===== config.mk =====
export PLATFORM = sky130hd
export DESIGN_NAME = nsc_host
export DESIGN_NICKNAME = d
export VERILOG_FILES = /design/src/common/nsc_pkg.sv /design/src/verilog/nsc_host.sv /design/src/verilog/nsc_pbuf.sv
export SDC_FILE = /design/constraint.sdc
export NUM_CORES = 2
export LEC_CHECK = 0
export BUFFER_PORTS_ARGS = -buffer_cell sky130_fd_sc_hd__buf_2
export CELL_PAD_IN_SITES_DETAIL_PLACEMENT = 1
export CELL_PAD_IN_SITES_GLOBAL_PLACEMENT = 1
export CORE_MARGIN = 1.5
export CORE_UTILIZATION = 25
export CTS_BUF_LIST = sky130_fd_sc_hd__clkbuf_4 sky130_fd_sc_hd__clkbuf_8
export CTS_CLUSTER_DIAMETER = 40
export DETAILED_ROUTE_END_ITERATION = 6
export PLACE_DENSITY_LB_ADDON = 0.1
export SETUP_SLACK_MARGIN = 0.15
export SYNTH_ARGS = -nofsm -noshare
export SYNTH_HDL_FRONTEND = slang
export SYNTH_SLANG_ARGS = --single-unit

===== constraint.sdc =====
create_clock -name clk_sys -period 3.73 [get_ports clk_sys]
set_clock_uncertainty 0.2 [all_clocks]
set_input_delay 0.746 -clock clk_sys [delete_from_list [all_inputs] [get_ports clk_sys]]
set_output_delay 0.746 -clock clk_sys [all_outputs]
set_load 0.03 [all_outputs]

===== src/common/nsc_pkg.sv =====
// Constants shared by the NAND status and parameter host controller.
// Assumes a 50 MHz system clock and a byte-wide asynchronous NAND link.
`default_nettype none

package nsc_pkg;

  // ---------------------------------------------------------------
  // Clock and link timing
  // ---------------------------------------------------------------
  localparam int unsigned NSC_CLK_MHZ = 50;
  localparam int unsigned NSC_STB_NS  = 40;     // One strobe phase
  localparam int unsigned NSC_STB_CYC =
    (NSC_STB_NS * NSC_CLK_MHZ + 999) / 1000;
  localparam int unsigned NSC_WB_NS   = 100;    // Wait before ready sense
  localparam int unsigned NSC_WB_CYC  =
    (NSC_WB_NS * NSC_CLK_MHZ + 999) / 1000;
  localparam int unsigned NSC_RDP_NS  = 20000;  // Powerdown recovery time
  localparam int unsigned NSC_RDP_CYC =
    (NSC_RDP_NS * NSC_CLK_MHZ + 999) / 1000;

  // ---------------------------------------------------------------
  // Command codes sent on the link
  // ---------------------------------------------------------------
  localparam logic [7:0] NSC_CMD_ESTAT  = 8'h78;
  localparam logic [7:0] NSC_CMD_PROT   = 8'h7a;
  localparam logic [7:0] NSC_CMD_RESET  = 8'hff;
  localparam logic [7:0] NSC_CMD_DPD    = 8'hb9;
  localparam logic [7:0] NSC_CMD_PARAM  = 8'hec;
  localparam logic [7:0] NSC_CMD_RND1   = 8'h05;
  localparam logic [7:0] NSC_CMD_RND2   = 8'he0;
  localparam logic [7:0] NSC_CMD_STATUS = 8'h70;
  localparam logic [7:0] NSC_CMD_READ   = 8'h00;
  localparam logic [7:0] NSC_PARAM_ADR  = 8'h00;

  // ---------------------------------------------------------------
  // Operation codes written by software
  // ---------------------------------------------------------------
  localparam logic [2:0] NSC_OP_ESTAT = 3'h0;
  localparam logic [2:0] NSC_OP_PROT  = 3'h1;
  localparam logic [2:0] NSC_OP_RESET = 3'h2;
  localparam logic [2:0] NSC_OP_DPD   = 3'h3;
  localparam logic [2:0] NSC_OP_WAKE  = 3'h4;
  localparam logic [2:0] NSC_OP_PARAM = 3'h5;
  localparam logic [2:0] NSC_OP_RND   = 3'h6;

  // Density select
  localparam logic [1:0] NSC_DEN_1G = 2'h0;
  localparam logic [1:0] NSC_DEN_2G = 2'h1;
  localparam logic [1:0] NSC_DEN_4G = 2'h2;

  // ---------------------------------------------------------------
  // Register map and fields
  // ---------------------------------------------------------------
  localparam logic [11:0] NSC_REG_CTRL = 12'h000;
  localparam logic [11:0] NSC_REG_ROW  = 12'h004;
  localparam logic [11:0] NSC_REG_STAT = 12'h008;
  localparam logic [11:0] NSC_REG_RES  = 12'h00c;
  localparam logic [11:0] NSC_REG_PGSZ = 12'h010;
  localparam logic [1:0]  NSC_BUF_SEL  = 2'h1;   // adr[11:10] of buffer
  localparam int unsigned NSC_CTRL_START = 3;
  localparam int unsigned NSC_CTRL_DEN   = 4;
  localparam int unsigned NSC_CTRL_OTP   = 6;
  localparam int unsigned NSC_CTRL_WP    = 7;
  localparam int unsigned NSC_CTRL_LEN   = 8;
  localparam logic [15:0] NSC_CTRL_RST   = 16'h0080;
  localparam int unsigned NSC_ST_BUSY   = 0;
  localparam int unsigned NSC_ST_REFUSE = 1;
  localparam int unsigned NSC_ST_DPD    = 2;
  localparam int unsigned NSC_ST_PARAM  = 3;
  localparam int unsigned NSC_ST_UNPROT = 4;
  localparam int unsigned NSC_ST_SOLID  = 5;
  localparam int unsigned NSC_ST_PVALID = 6;
  localparam int unsigned NSC_ST_SPSEEN = 7;
  localparam int unsigned NSC_ST_PG2K   = 8;
  localparam int unsigned NSC_ST_FAIL   = 9;

  // ---------------------------------------------------------------
  // Fields of bytes read back from the device
  // ---------------------------------------------------------------
  localparam int unsigned NSC_SB_FAIL0 = 0;
  localparam int unsigned NSC_SB_FAIL1 = 1;
  localparam int unsigned NSC_SB_RDY   = 6;
  localparam int unsigned NSC_PB_UNPROT = 2;
  localparam logic [1:0]  NSC_PB_SOLID  = 2'h1;
  localparam logic [1:0]  NSC_PB_OPEN   = 2'h2;
  localparam logic [5:0]  NSC_PG_WORD   = 6'h14;  // Bytes 80..83
  localparam logic [31:0] NSC_PG_1G     = 32'h0000_0800;

endpackage

`default_nettype wire


===== src/verilog/nsc_host.sv =====
// Host controller issuing status, protection, reset, powerdown and
// parameter page commands to an asynchronous NAND device.
// Assumes a classic Wishbone master and synchronous pin inputs.
//
// The register addresses and the Wishbone slave port were decided locally.
`default_nettype none

module nsc_host #(
  parameter int unsigned RDP_CYC = nsc_pkg::NSC_RDP_CYC,
  parameter int unsigned BUF_AW  = 8
) (
  // Clock and reset
  input  wire logic        clk_sys,
  input  wire logic        arst_n,
  // Wishbone slave
  input  wire logic [11:0] wb_adr_i,
  input  wire logic [31:0] wb_dat_i,
  input  wire logic [3:0]  wb_sel_i,
  input  wire logic        wb_we_i,
  input  wire logic        wb_cyc_i,
  input  wire logic        wb_stb_i,
  output logic      [31:0] wb_dat_o,
  output logic             wb_ack_o,
  // NAND link
  output logic             ce_n,
  output logic             cle,
  output logic             ale,
  output logic             we_n,
  output logic             re_n,
  output logic             wp_n,
  output logic      [7:0]  io_out,
  output logic             io_oe_n,
  input  wire logic [7:0]  io_in,
  input  wire logic        rb_n
);

  typedef enum logic [3:0] {
    ST_IDLE, ST_CMD1, ST_ADDR, ST_CMD2, ST_WAIT, ST_POLLC,
    ST_POLLR, ST_CMD3, ST_READ, ST_WAKE, ST_RECOV
  } nsc_state_t;

  // -----------------------------------------------------------------
  // Decoding functions
  // -----------------------------------------------------------------
  // First command byte of each operation
  function automatic logic [7:0] cmd1_of(input logic [2:0] op);
    unique case (op)
      nsc_pkg::NSC_OP_ESTAT: cmd1_of = nsc_pkg::NSC_CMD_ESTAT;
      nsc_pkg::NSC_OP_PROT:  cmd1_of = nsc_pkg::NSC_CMD_PROT;
      nsc_pkg::NSC_OP_RESET: cmd1_of = nsc_pkg::NSC_CMD_RESET;
      nsc_pkg::NSC_OP_DPD:   cmd1_of = nsc_pkg::NSC_CMD_DPD;
      nsc_pkg::NSC_OP_PARAM: cmd1_of = nsc_pkg::NSC_CMD_PARAM;
      default:               cmd1_of = nsc_pkg::NSC_CMD_RND1;
    endcase
  endfunction

  // Number of address cycles per operation and density
  function automatic logic [1:0] nadr_of(input logic [2:0] op,
                                         input logic [1:0] den);
    unique case (op)
      nsc_pkg::NSC_OP_ESTAT: nadr_of = 2'h3;
      nsc_pkg::NSC_OP_PROT:
        nadr_of = (den == nsc_pkg::NSC_DEN_1G) ? 2'h2 : 2'h3;
      nsc_pkg::NSC_OP_PARAM: nadr_of = 2'h1;
      nsc_pkg::NSC_OP_RND:   nadr_of = 2'h2;
      default:               nadr_of = 2'h0;
    endcase
  endfunction

  // Address byte number idx; row[i] stands for address bit A(12+i), or column bit A(i) for the random read
  function automatic logic [7:0] adr_of(input logic [2:0]  op,
                                        input logic [1:0]  den,
                                        input logic [17:0] row,
                                        input logic [1:0]  idx);
    logic big;
    big = (den == nsc_pkg::NSC_DEN_4G);
    unique case (op)
      nsc_pkg::NSC_OP_PROT: begin
        if (idx == 2'h0) begin
          adr_of = big ? {row[8:7], 6'h00} : {row[7:6], 6'h00};
        end else if (idx == 2'h1) begin
          adr_of = big ? row[16:9] : row[15:8];
        end else begin
          adr_of = {7'h00, big ? row[17] : row[16]};
        end
      end
      nsc_pkg::NSC_OP_PARAM: adr_of = nsc_pkg::NSC_PARAM_ADR;
      nsc_pkg::NSC_OP_RND:
        adr_of = (idx == 2'h0) ? row[7:0] : {4'h0, row[11:8]};
      default: begin
        if (idx == 2'h0) begin
          adr_of = row[7:0];
        end else if (idx == 2'h1) begin
          adr_of = row[15:8];
        end else begin
          adr_of = {6'h00, row[17:16]};
        end
      end
    endcase
  endfunction

  // Byte mask from Wishbone lane selects
  function automatic logic [31:0] lane_mask(input logic [3:0] sel);
    lane_mask = {{8{sel[3]}}, {8{sel[2]}}, {8{sel[1]}}, {8{sel[0]}}};
  endfunction

  // -----------------------------------------------------------------
  // State
  // -----------------------------------------------------------------
  nsc_state_t  state_q, state_d;
  logic [2:0]  op_q;
  logic [1:0]  ph_q;
  logic [7:0]  div_q;
  logic [15:0] cnt_q;
  logic [1:0]  aidx_q;
  logic [8:0]  rcnt_q;
  logic [7:0]  bidx_q;
  logic [15:0] ctrl_q;
  logic [17:0] row_q;
  logic [7:0]  sb_q;
  logic [31:0] pg_q;
  logic        dpd_q, param_q, refused_q, spseen_q;
  logic        ack_q, wt_q;
  logic [31:0] dat_q;
  logic [7:0]  buf_rd;

  // -----------------------------------------------------------------
  // Decode of link activity
  // -----------------------------------------------------------------
  wire logic [1:0] den     = ctrl_q[nsc_pkg::NSC_CTRL_DEN +: 2];
  wire logic [7:0] len     = ctrl_q[nsc_pkg::NSC_CTRL_LEN +: 8];
  wire logic       ena     = (div_q == 8'(nsc_pkg::NSC_STB_CYC - 1));
  wire logic       bus_cmd = (state_q == ST_CMD1) || (state_q == ST_CMD2)
                          || (state_q == ST_POLLC) || (state_q == ST_CMD3);
  wire logic       bus_adr = (state_q == ST_ADDR);
  wire logic       bus_rd  = (state_q == ST_POLLR) || (state_q == ST_READ);
  wire logic       bus_any = bus_cmd || bus_adr || bus_rd;
  wire logic       done    = ena && bus_any && (ph_q == 2'h2);
  wire logic [1:0] nadr    = nadr_of(op_q, den);
  wire logic [7:0] abyte   = adr_of(op_q, den, row_q, aidx_q);
  wire logic       one_rd  = (op_q == nsc_pkg::NSC_OP_ESTAT)
                          || (op_q == nsc_pkg::NSC_OP_PROT);
  wire logic [8:0] nrd     = one_rd ? 9'h001
                           : ((len == 8'h00) ? 9'h100 : {1'b0, len});
  wire logic       last_rd = (rcnt_q == nrd - 9'h001);
  wire logic       need_rb = (op_q == nsc_pkg::NSC_OP_RESET)
                          || (op_q == nsc_pkg::NSC_OP_PARAM);
  wire logic       wait_end = (cnt_q >= 16'(nsc_pkg::NSC_WB_CYC - 1))
                           && (!need_rb || rb_n);
  wire logic       rdp_end = (cnt_q == 16'(RDP_CYC - 1));
  wire logic       buf_we  = done && (state_q == ST_READ) && !one_rd;
  wire logic [7:0] cbyte   = (state_q == ST_CMD1)  ? cmd1_of(op_q)
                           : (state_q == ST_CMD2)  ? nsc_pkg::NSC_CMD_RND2
                           : (state_q == ST_POLLC) ? nsc_pkg::NSC_CMD_STATUS
                           : nsc_pkg::NSC_CMD_READ;

  // -----------------------------------------------------------------
  // Decode of register access
  // -----------------------------------------------------------------
  wire logic        req     = wb_cyc_i && wb_stb_i;
  wire logic        wr_take = req && wb_we_i && ack_q;
  wire logic [31:0] wmask   = lane_mask(wb_sel_i);
  wire logic        hit_ctl = (wb_adr_i == nsc_pkg::NSC_REG_CTRL);
  wire logic        hit_row = (wb_adr_i == nsc_pkg::NSC_REG_ROW);
  wire logic        hit_st  = (wb_adr_i == nsc_pkg::NSC_REG_STAT);
  wire logic        hit_buf = (wb_adr_i[11:10] == nsc_pkg::NSC_BUF_SEL);
  wire logic        start_w = wr_take && hit_ctl && wb_sel_i[0]
                           && wb_dat_i[nsc_pkg::NSC_CTRL_START];
  wire logic [2:0]  op_w    = wb_dat_i[2:0];
  wire logic        otp_w   = wb_dat_i[nsc_pkg::NSC_CTRL_OTP];
  // Any start while busy is refused, a reset among them
  wire logic        start_ok = start_w && (state_q == ST_IDLE)
    && (op_w <= nsc_pkg::NSC_OP_RND)
    && (dpd_q ? (op_w == nsc_pkg::NSC_OP_WAKE)
              : (op_w != nsc_pkg::NSC_OP_WAKE))
    && !((op_w == nsc_pkg::NSC_OP_ESTAT) && otp_w)
    && !((op_w == nsc_pkg::NSC_OP_RND) && !param_q);
  wire logic [1:0]  pb_sp   = sb_q[1:0];
  wire logic [31:0] stat_w  = {22'h0,
    sb_q[nsc_pkg::NSC_SB_FAIL0] | sb_q[nsc_pkg::NSC_SB_FAIL1],
    (den == nsc_pkg::NSC_DEN_1G) && (pg_q == nsc_pkg::NSC_PG_1G),
    spseen_q,
    (pb_sp == nsc_pkg::NSC_PB_SOLID) || (pb_sp == nsc_pkg::NSC_PB_OPEN),
    pb_sp == nsc_pkg::NSC_PB_SOLID,
    sb_q[nsc_pkg::NSC_PB_UNPROT],
    param_q, dpd_q, refused_q, state_q != ST_IDLE};
  wire logic [31:0] rd_mux  = hit_buf ? {24'h0, buf_rd}
    : hit_ctl ? {16'h0, ctrl_q}
    : hit_row ? {14'h0, row_q}
    : hit_st  ? stat_w
    : (wb_adr_i == nsc_pkg::NSC_REG_RES)  ? {24'h0, sb_q}
    : (wb_adr_i == nsc_pkg::NSC_REG_PGSZ) ? pg_q
    : 32'h0;

  // -----------------------------------------------------------------
  // Sequencer
  // -----------------------------------------------------------------
  // Next state of the command sequencer
  always_comb begin
    state_d = state_q;
    unique case (state_q)
      ST_IDLE:
        if (start_ok) begin
          state_d = (op_w == nsc_pkg::NSC_OP_WAKE) ? ST_WAKE : ST_CMD1;
        end
      ST_CMD1:
        if (done) begin
          if (nadr != 2'h0) begin
            state_d = ST_ADDR;
          end else if (op_q == nsc_pkg::NSC_OP_DPD) begin
            state_d = ST_IDLE;
          end else begin
            state_d = ST_WAIT;
          end
        end
      ST_ADDR:
        if (done && (aidx_q == nadr - 2'h1)) begin
          state_d = (op_q == nsc_pkg::NSC_OP_RND) ? ST_CMD2 : ST_WAIT;
        end
      ST_CMD2:  if (done) state_d = ST_WAIT;
      ST_WAIT:
        if (wait_end) begin
          if (op_q == nsc_pkg::NSC_OP_PARAM) begin
            state_d = ST_POLLC;
          end else if (op_q == nsc_pkg::NSC_OP_RESET) begin
            state_d = ST_IDLE;
          end else begin
            state_d = ST_READ;
          end
        end
      ST_POLLC: if (done) state_d = ST_POLLR;
      ST_POLLR:
        if (done && io_in[nsc_pkg::NSC_SB_RDY]) state_d = ST_CMD3;
      ST_CMD3:  if (done) state_d = ST_READ;
      ST_READ:  if (done && last_rd) state_d = ST_IDLE;
      ST_WAKE:  if (ena) state_d = ST_RECOV;
      ST_RECOV: if (rdp_end) state_d = ST_IDLE;
      default:  state_d = ST_IDLE;
    endcase
  end

  // State, strobe divider and phase within a link cycle
  always_ff @(posedge clk_sys or negedge arst_n) begin
    if (!arst_n) begin
      state_q <= ST_IDLE;
      div_q   <= 8'h00;
      ph_q    <= 2'h0;
    end else begin
      state_q <= state_d;
      div_q   <= ena ? 8'h00 : div_q + 8'h01;
      ph_q    <= !bus_any ? 2'h0 : !ena ? ph_q
               : (ph_q == 2'h2) ? 2'h0 : ph_q + 2'h1;
    end
  end

  // Counters for address cycles, reads, waits and buffer index
  always_ff @(posedge clk_sys or negedge arst_n) begin
    if (!arst_n) begin
      aidx_q <= 2'h0;
      rcnt_q <= 9'h000;
      cnt_q  <= 16'h0000;
      bidx_q <= 8'h00;
    end else begin
      aidx_q <= !bus_adr ? 2'h0 : done ? aidx_q + 2'h1 : aidx_q;
      rcnt_q <= (state_q != ST_READ) ? 9'h000
              : done ? rcnt_q + 9'h001 : rcnt_q;
      cnt_q  <= ((state_q == ST_WAIT) || (state_q == ST_RECOV))
              ? cnt_q + 16'h0001 : 16'h0000;
      if (start_ok) begin
        bidx_q <= (op_w == nsc_pkg::NSC_OP_RND) ? row_q[7:0] : 8'h00;
      end else if (buf_we) begin
        bidx_q <= bidx_q + 8'h01;
      end
    end
  end

  // -----------------------------------------------------------------
  // Link pins
  // -----------------------------------------------------------------
  // Latches set up in phase 0, strobe low in phase 1, rise in phase 2
  always_ff @(posedge clk_sys or negedge arst_n) begin
    if (!arst_n) begin
      ce_n    <= 1'b1;
      cle     <= 1'b0;
      ale     <= 1'b0;
      we_n    <= 1'b1;
      re_n    <= 1'b1;
      io_out  <= 8'h00;
      io_oe_n <= 1'b1;
    end else if (ena) begin
      ce_n    <= (state_q == ST_IDLE) || (state_q == ST_RECOV);
      cle     <= bus_cmd;
      ale     <= bus_adr;
      we_n    <= !((bus_cmd || bus_adr) && (ph_q == 2'h1));
      re_n    <= !(bus_rd && (ph_q == 2'h1));
      io_out  <= bus_adr ? abyte : cbyte;
      io_oe_n <= !(bus_cmd || bus_adr);
    end
  end

  // -----------------------------------------------------------------
  // Operation flags and captured results
  // -----------------------------------------------------------------
  // Mode flags of the device as seen from here
  always_ff @(posedge clk_sys or negedge arst_n) begin
    if (!arst_n) begin
      op_q      <= nsc_pkg::NSC_OP_ESTAT;
      dpd_q     <= 1'b0;
      param_q   <= 1'b0;
      refused_q <= 1'b0;
    end else begin
      if (start_ok) op_q <= op_w;
      if (done && (state_q == ST_CMD1) && (op_q == nsc_pkg::NSC_OP_DPD)) begin
        dpd_q <= 1'b1;
      end else if ((state_q == ST_RECOV) && rdp_end) begin
        dpd_q <= 1'b0;
      end
      if (done && (state_q == ST_CMD1)
          && (op_q == nsc_pkg::NSC_OP_PARAM)) begin
        param_q <= 1'b1;
      end else if (start_ok && (op_w != nsc_pkg::NSC_OP_RND)) begin
        param_q <= 1'b0;
      end
      if (start_w && !start_ok) begin
        refused_q <= 1'b1;
      end else if (wr_take && hit_st && wb_sel_i[0]
                   && wb_dat_i[nsc_pkg::NSC_ST_REFUSE]) begin
        refused_q <= 1'b0;
      end
    end
  end

  // Status byte, solid protection memory and page size word
  always_ff @(posedge clk_sys or negedge arst_n) begin
    if (!arst_n) begin
      sb_q     <= 8'h00;
      spseen_q <= 1'b0;
      pg_q     <= 32'h0;
    end else begin
      if (done && (state_q == ST_READ) && one_rd) begin
        sb_q <= io_in;
      end
      if (done && (state_q == ST_READ) && (op_q == nsc_pkg::NSC_OP_PROT)
          && (io_in[1:0] == nsc_pkg::NSC_PB_SOLID)) begin
        spseen_q <= 1'b1;
      end
      if (buf_we && (op_q == nsc_pkg::NSC_OP_PARAM)
          && (bidx_q[7:2] == nsc_pkg::NSC_PG_WORD)) begin
        pg_q[{bidx_q[1:0], 3'b000} +: 8] <= io_in;
      end
    end
  end

  // -----------------------------------------------------------------
  // Register bus
  // -----------------------------------------------------------------
  // Two-cycle answer, write takes effect at the acknowledged edge
  always_ff @(posedge clk_sys or negedge arst_n) begin
    if (!arst_n) begin
      wt_q   <= 1'b0;
      ack_q  <= 1'b0;
      dat_q  <= 32'h0;
      ctrl_q <= nsc_pkg::NSC_CTRL_RST;
      row_q  <= 18'h0;
    end else begin
      wt_q  <= req && !wt_q && !ack_q;
      ack_q <= req && wt_q && !ack_q;
      if (req && wt_q && !ack_q) dat_q <= rd_mux;
      if (wr_take && hit_ctl) begin
        ctrl_q <= ((ctrl_q & ~wmask[15:0]) | (wb_dat_i[15:0] & wmask[15:0]))
                & ~(16'h0001 << nsc_pkg::NSC_CTRL_START);
      end
      if (wr_take && hit_row) begin
        row_q <= (row_q & ~wmask[17:0]) | (wb_dat_i[17:0] & wmask[17:0]);
      end
    end
  end

  assign wb_dat_o = dat_q;
  assign wb_ack_o = ack_q;
  assign wp_n     = ctrl_q[nsc_pkg::NSC_CTRL_WP];

  // Buffer of parameter bytes, one 256-byte copy
  nsc_pbuf #(
    .AW (BUF_AW),
    .DW (8)
  ) u_pbuf (
    .clk_sys (clk_sys),
    .wr_en   (buf_we),
    .wr_addr (bidx_q[BUF_AW-1:0]),
    .wr_data (io_in),
    .rd_addr (wb_adr_i[BUF_AW+1:2]),
    .rd_data (buf_rd)
  );

endmodule

`default_nettype wire


===== src/verilog/nsc_pbuf.sv =====
// Small memory holding parameter bytes read from the device.
// Assumes one write and one registered read per clock, no reset.
`default_nettype none

module nsc_pbuf #(
  parameter int unsigned AW = 8,
  parameter int unsigned DW = 8
) (
  // Clock
  input  wire logic          clk_sys,
  // Write side
  input  wire logic          wr_en,
  input  wire logic [AW-1:0] wr_addr,
  input  wire logic [DW-1:0] wr_data,
  // Read side
  input  wire logic [AW-1:0] rd_addr,
  output logic      [DW-1:0] rd_data
);

  logic [DW-1:0] mem [2**AW];

  // Write port and registered read port
  always_ff @(posedge clk_sys) begin
    if (wr_en) begin
      mem[wr_addr] <= wr_data;
    end
    rd_data <= mem[rd_addr];
  end

endmodule

`default_nettype wire


==> flow_summary_export.csv <==
group,metric,value,unit
die,number_of_rows_in_the_core_area,218,
timing,max_slew.worst_pin.slew,1.19,ns
layout,drive_gt1_share,36.1,%
yosys,synth.top_cells.by_area,"edfxtp_1 (69%), mux4_2 (12%), dfrtp_1 (4.9%), nor2_1 (1.6%), mux2i_1 (1.4%)",
run_status,run_status,"completed",
worst_hold_path,hold_path.class,"input pin to flop",
global_route,grt_usage,18.3,%
critical_path,crit_chain,"buf_4, buf_4, or3_1, nor4_4, and3_1, buf_4, nand2_1, dlygate4sd3_1, o21ai_0, dlygate4sd3_1",
critical_path,critical_path.endpoint_type,"flop",
yosys,postSynthAreaPerCell,18.9,um2
yosys,synth_top_flop_cell,"edfxtp_1",
cts,clockBufferDepth,4,
detailed_routing,final_antenna_net_count,0,
cts,cts_htree_levels,5,
placement,finalWeightedCongestion,0.808,
power_and_ir_drop,power.switching,14.2,mW
critical_path,crit_path_start_kind,"input pin",
placement,place_hpwl,220000,um
detailed_routing,drtIter0Drc,3835,
critical_path,timing_worst_setup_path_type,"input pin to flop",
layout,multiInputGateArea,21200,um2
yosys,synth_edf_count,2048,
detailed_routing,routed_wirelength,330000,um
yosys,synth-seq-area-share,74.6,%
yosys,synth_fp_nets,4777,
critical_path,cp_num_buf_inv,5,
global_route,overflow,0,
layout,layout-area-overhead-vs-synth,25.9,%
detailed_routing,remaining_drc_errors,0,
yosys,netlist_area,88600,um2
die,die_height,598,um
yosys,synth_cells,4698,
critical_path,worst-endpoint-arrival,4.20,ns
cts,post_cts.repair.setup_buffers,0,
die,dieWidth,598,um
layout,fin_nets,5891,
cts,skew_pair_late_insertion_delay,1.10,ns
die,design.die.area,358000,um2
detailed_routing,total_iterations_of_the_first_detailed_routing_run,5,
power_and_ir_drop,power.internal,44.6,mW
critical_path,crit_top_cell,"buf_4",
power_and_ir_drop,worst_ir_drop_vdd,0.294,mV
yosys,synth-async-reset-ratio,7.93,%
cts,root_buffer,"clkbuf_8",
detailed_routing,post_drt_via_cell_ratio,4.62,
layout,most_common_cell_after_layout_fill_and_taps_aside,"edfxtp_1",
layout,postLayoutCoreUtil,31.6,%
timing,rsz0062_at_grt,"no",
power_and_ir_drop,power.sequential.fraction,46.9,%
layout,layout_common_cells,"edfxtp_1 (2048), buf_4 (690), mux4_2 (488)",
timing,layout_worst_path_cycle_share,90.5,%
detailed_routing,routed-via-count,50424,
global_route,grt_antenna_before_repair,33,
power_and_ir_drop,power_frac_comb,6.9,%
cts,tritoncts.num_buffers,459,
cts,clock_sink_count,2233,
yosys,synth_top_cell_by_area,"edfxtp_1",
yosys,ys_seq_elements,2233,
global_route,grt_start_max_net_pins,110,
timing,period_minus_slack,3.37,ns
detailed_routing,detail_route.wl_per_cell,30.2,um
yosys,synth.top_cell.area_share,69.4,%
layout,fill_cell_instance_count_of_the_final_layout,35980,
cts,clkTransAtPathRegs,0.06,ns
critical_path,timing.critical_path.required,4.56,ns
timing,holdWs,0.220,ns
power_and_ir_drop,power_per_cell_area,528,nW/um2
critical_path,slowest_stage,"or3_1",
timing,highest_attainable_clock_frequency,0.296,GHz
timing,worst_slew_margin_rel,20.6,%
critical_path,cell_type_group_with_the_largest_total_delay_on_the_critical_path,"buffers and inverters",
yosys,synthesis.yosys.warnings,0,
power_and_ir_drop,power_leakage,37.6,nW
critical_path,critPathMaxFanout,9,
global_route,grt_pass1_wl,455000,um
timing,report.final.setup_viol,0,
flow_run,drv.max_cap_violation_count,0,
die,top_level_ports,110,
layout,final-seq-area,66100,um2
die,initial_utilization,25.1,%
power_and_ir_drop,clkPwrFrac,46.2,%
global_route,first_global_vias,54031,
placement,port-buffer-count,94,
critical_path,max_stage_delay,0.70,ns
power_and_ir_drop,sw_frac_of_total,24.2,%
power_and_ir_drop,post-layout-total-power,58.9,mW
timing,final-max-slew-violation-count,0,
timing,hold_violations,0,
cts,cts_tree,"built",
yosys,synthDistinctLibCells,81,
die,placeableCoreArea,353000,um2
[worst min-delay path, stage by stage]
cell	delay [ns]
buf_2	0.10
nor2b_1	0.26
a221oi_1	0.28
a21oi_1	0.09
[Yosys cell counts (7+ instances only)]
library cell / instances
a22oi_1: 78
o221ai_1: 18
dfrtp_1: 172
nor3_1: 32
mux2_2: 61
inv_1: 21
o31ai_1: 10
a21oi_1: 112
and3_1: 26
xnor2_1: 19
buf_4: 28
edfxtp_1: 2048
ha_1: 17
or4_1: 9
nor2_1: 368
o21ai_1: 13
o21ai_0: 91
and2_1: 7
xor2_1: 27
o211ai_1: 10
mux4_2: 488
nand2b_1: 20
or2_2: 9
nand4_1: 19
buf_2: 98
buf_1: 13
o22ai_1: 37
or3_1: 12
clkbuf_1: 145
nand3_1: 71
a221oi_1: 22
a31oi_1: 23
a22o_1: 21
nand2_1: 243
a211oi_1: 29
mux2i_1: 125
nor2b_1: 37
dfxtp_1: 8
nor4_1: 20
[worst paths after layout]
path                                    from            endpoint  slack [ns]  cells after the start
worst min-delay path            wb_adr_i[10]         wb_dat_o[4]        0.22                      4
worst min register to register          wt_q                wt_q        0.24                      1
max in group asynchronous             arst_n           async pin        2.24                      4
worst max register to register      div_q[1]  u_pbuf.mem[255][7]        0.38                     11
worst max-delay path             wb_adr_i[5]           refused_q        0.36                     10
min in group asynchronous             arst_n           async pin        0.64                      4
[metrics by stage]
step	TNS (ns)	setup slack, ns	cell area [um2]	instances
floorplan	0	0.465	88600	4698
global placement	-3.35	-0.359	101000	10039
detailed placement	-3.50	-0.357	101000	10039
CTS	0	0.202	111000	10912
global route	0	0.158	111000	10919
finish	0	0.356	112000	10926
[area by class of cell]
type / instances / share of cell area, %
antenna: 14 / 0.0314
clock buffer: 590 / 6.63
clock inverter: 241 / 2.08
inverter: 23 / 0.0797
multi-input combinational: 2156 / 19.0
sequential: 2233 / 59.3
tap: 4730 / 5.31
timing repair buffer: 939 / 7.59
[state kept, by name, summed over array words and instances, names as in the netlist, 3 cells and up, named ones only]
| signal | flops |
|---|---|
| op_q | 3 |
| wb_dat_o | 32 |
| sb_q | 8 |
| u_pbuf.mem | 2048 |
| pg_q | 32 |
| div_q | 8 |
| u_pbuf.rd_data | 8 |
| state_q | 4 |
| bidx_q | 8 |
| io_out | 8 |
| cnt_q | 16 |
| rcnt_q | 9 |
[metal layers]
metal  up-vias  track usage [%]  share of wire, %
met1     27282             25.4                46
met5         -                0            0.0027
met2      1246             30.0                48
met4         2             4.93               2.5
met3       458             2.28               4.0
li1      21436                -                 -
[power groups by stage]
stage / registers, mW / clock network, mW / logic (mW)
after floorplan: 28.2 / 0 / 1.66
after global placement: 28.1 / 0 / 4.08
after detailed placement: 28.1 / 0 / 4.10
after CTS: 27.6 / 28.1 / 4.15
after global routing: 27.6 / 29.1 / 4.30
final: 27.6 / 27.2 / 4.03
[kinds of logic after synthesis]
family,count (synthesis),synth area share (%)
AO/OA/AOI/OAI,520,3.93
XOR/XNOR,46,0.455
adder cells (fa/ha/maj),17,0.240
buffers and inverters,309,1.58
flip-flops,2233,74.6
multiplexers,674,14.6
AND/OR/NAND/NOR,899,4.57
[timing repair]
item | 4_1_cts | 5_1_grt
hold buffers | 42 | 0
endpoints found under the hold margin | 554 | 0
setup endpoints to repair | 16 | 131
resized for setup | 1 | 7
(Power assumes the default switching activity.)
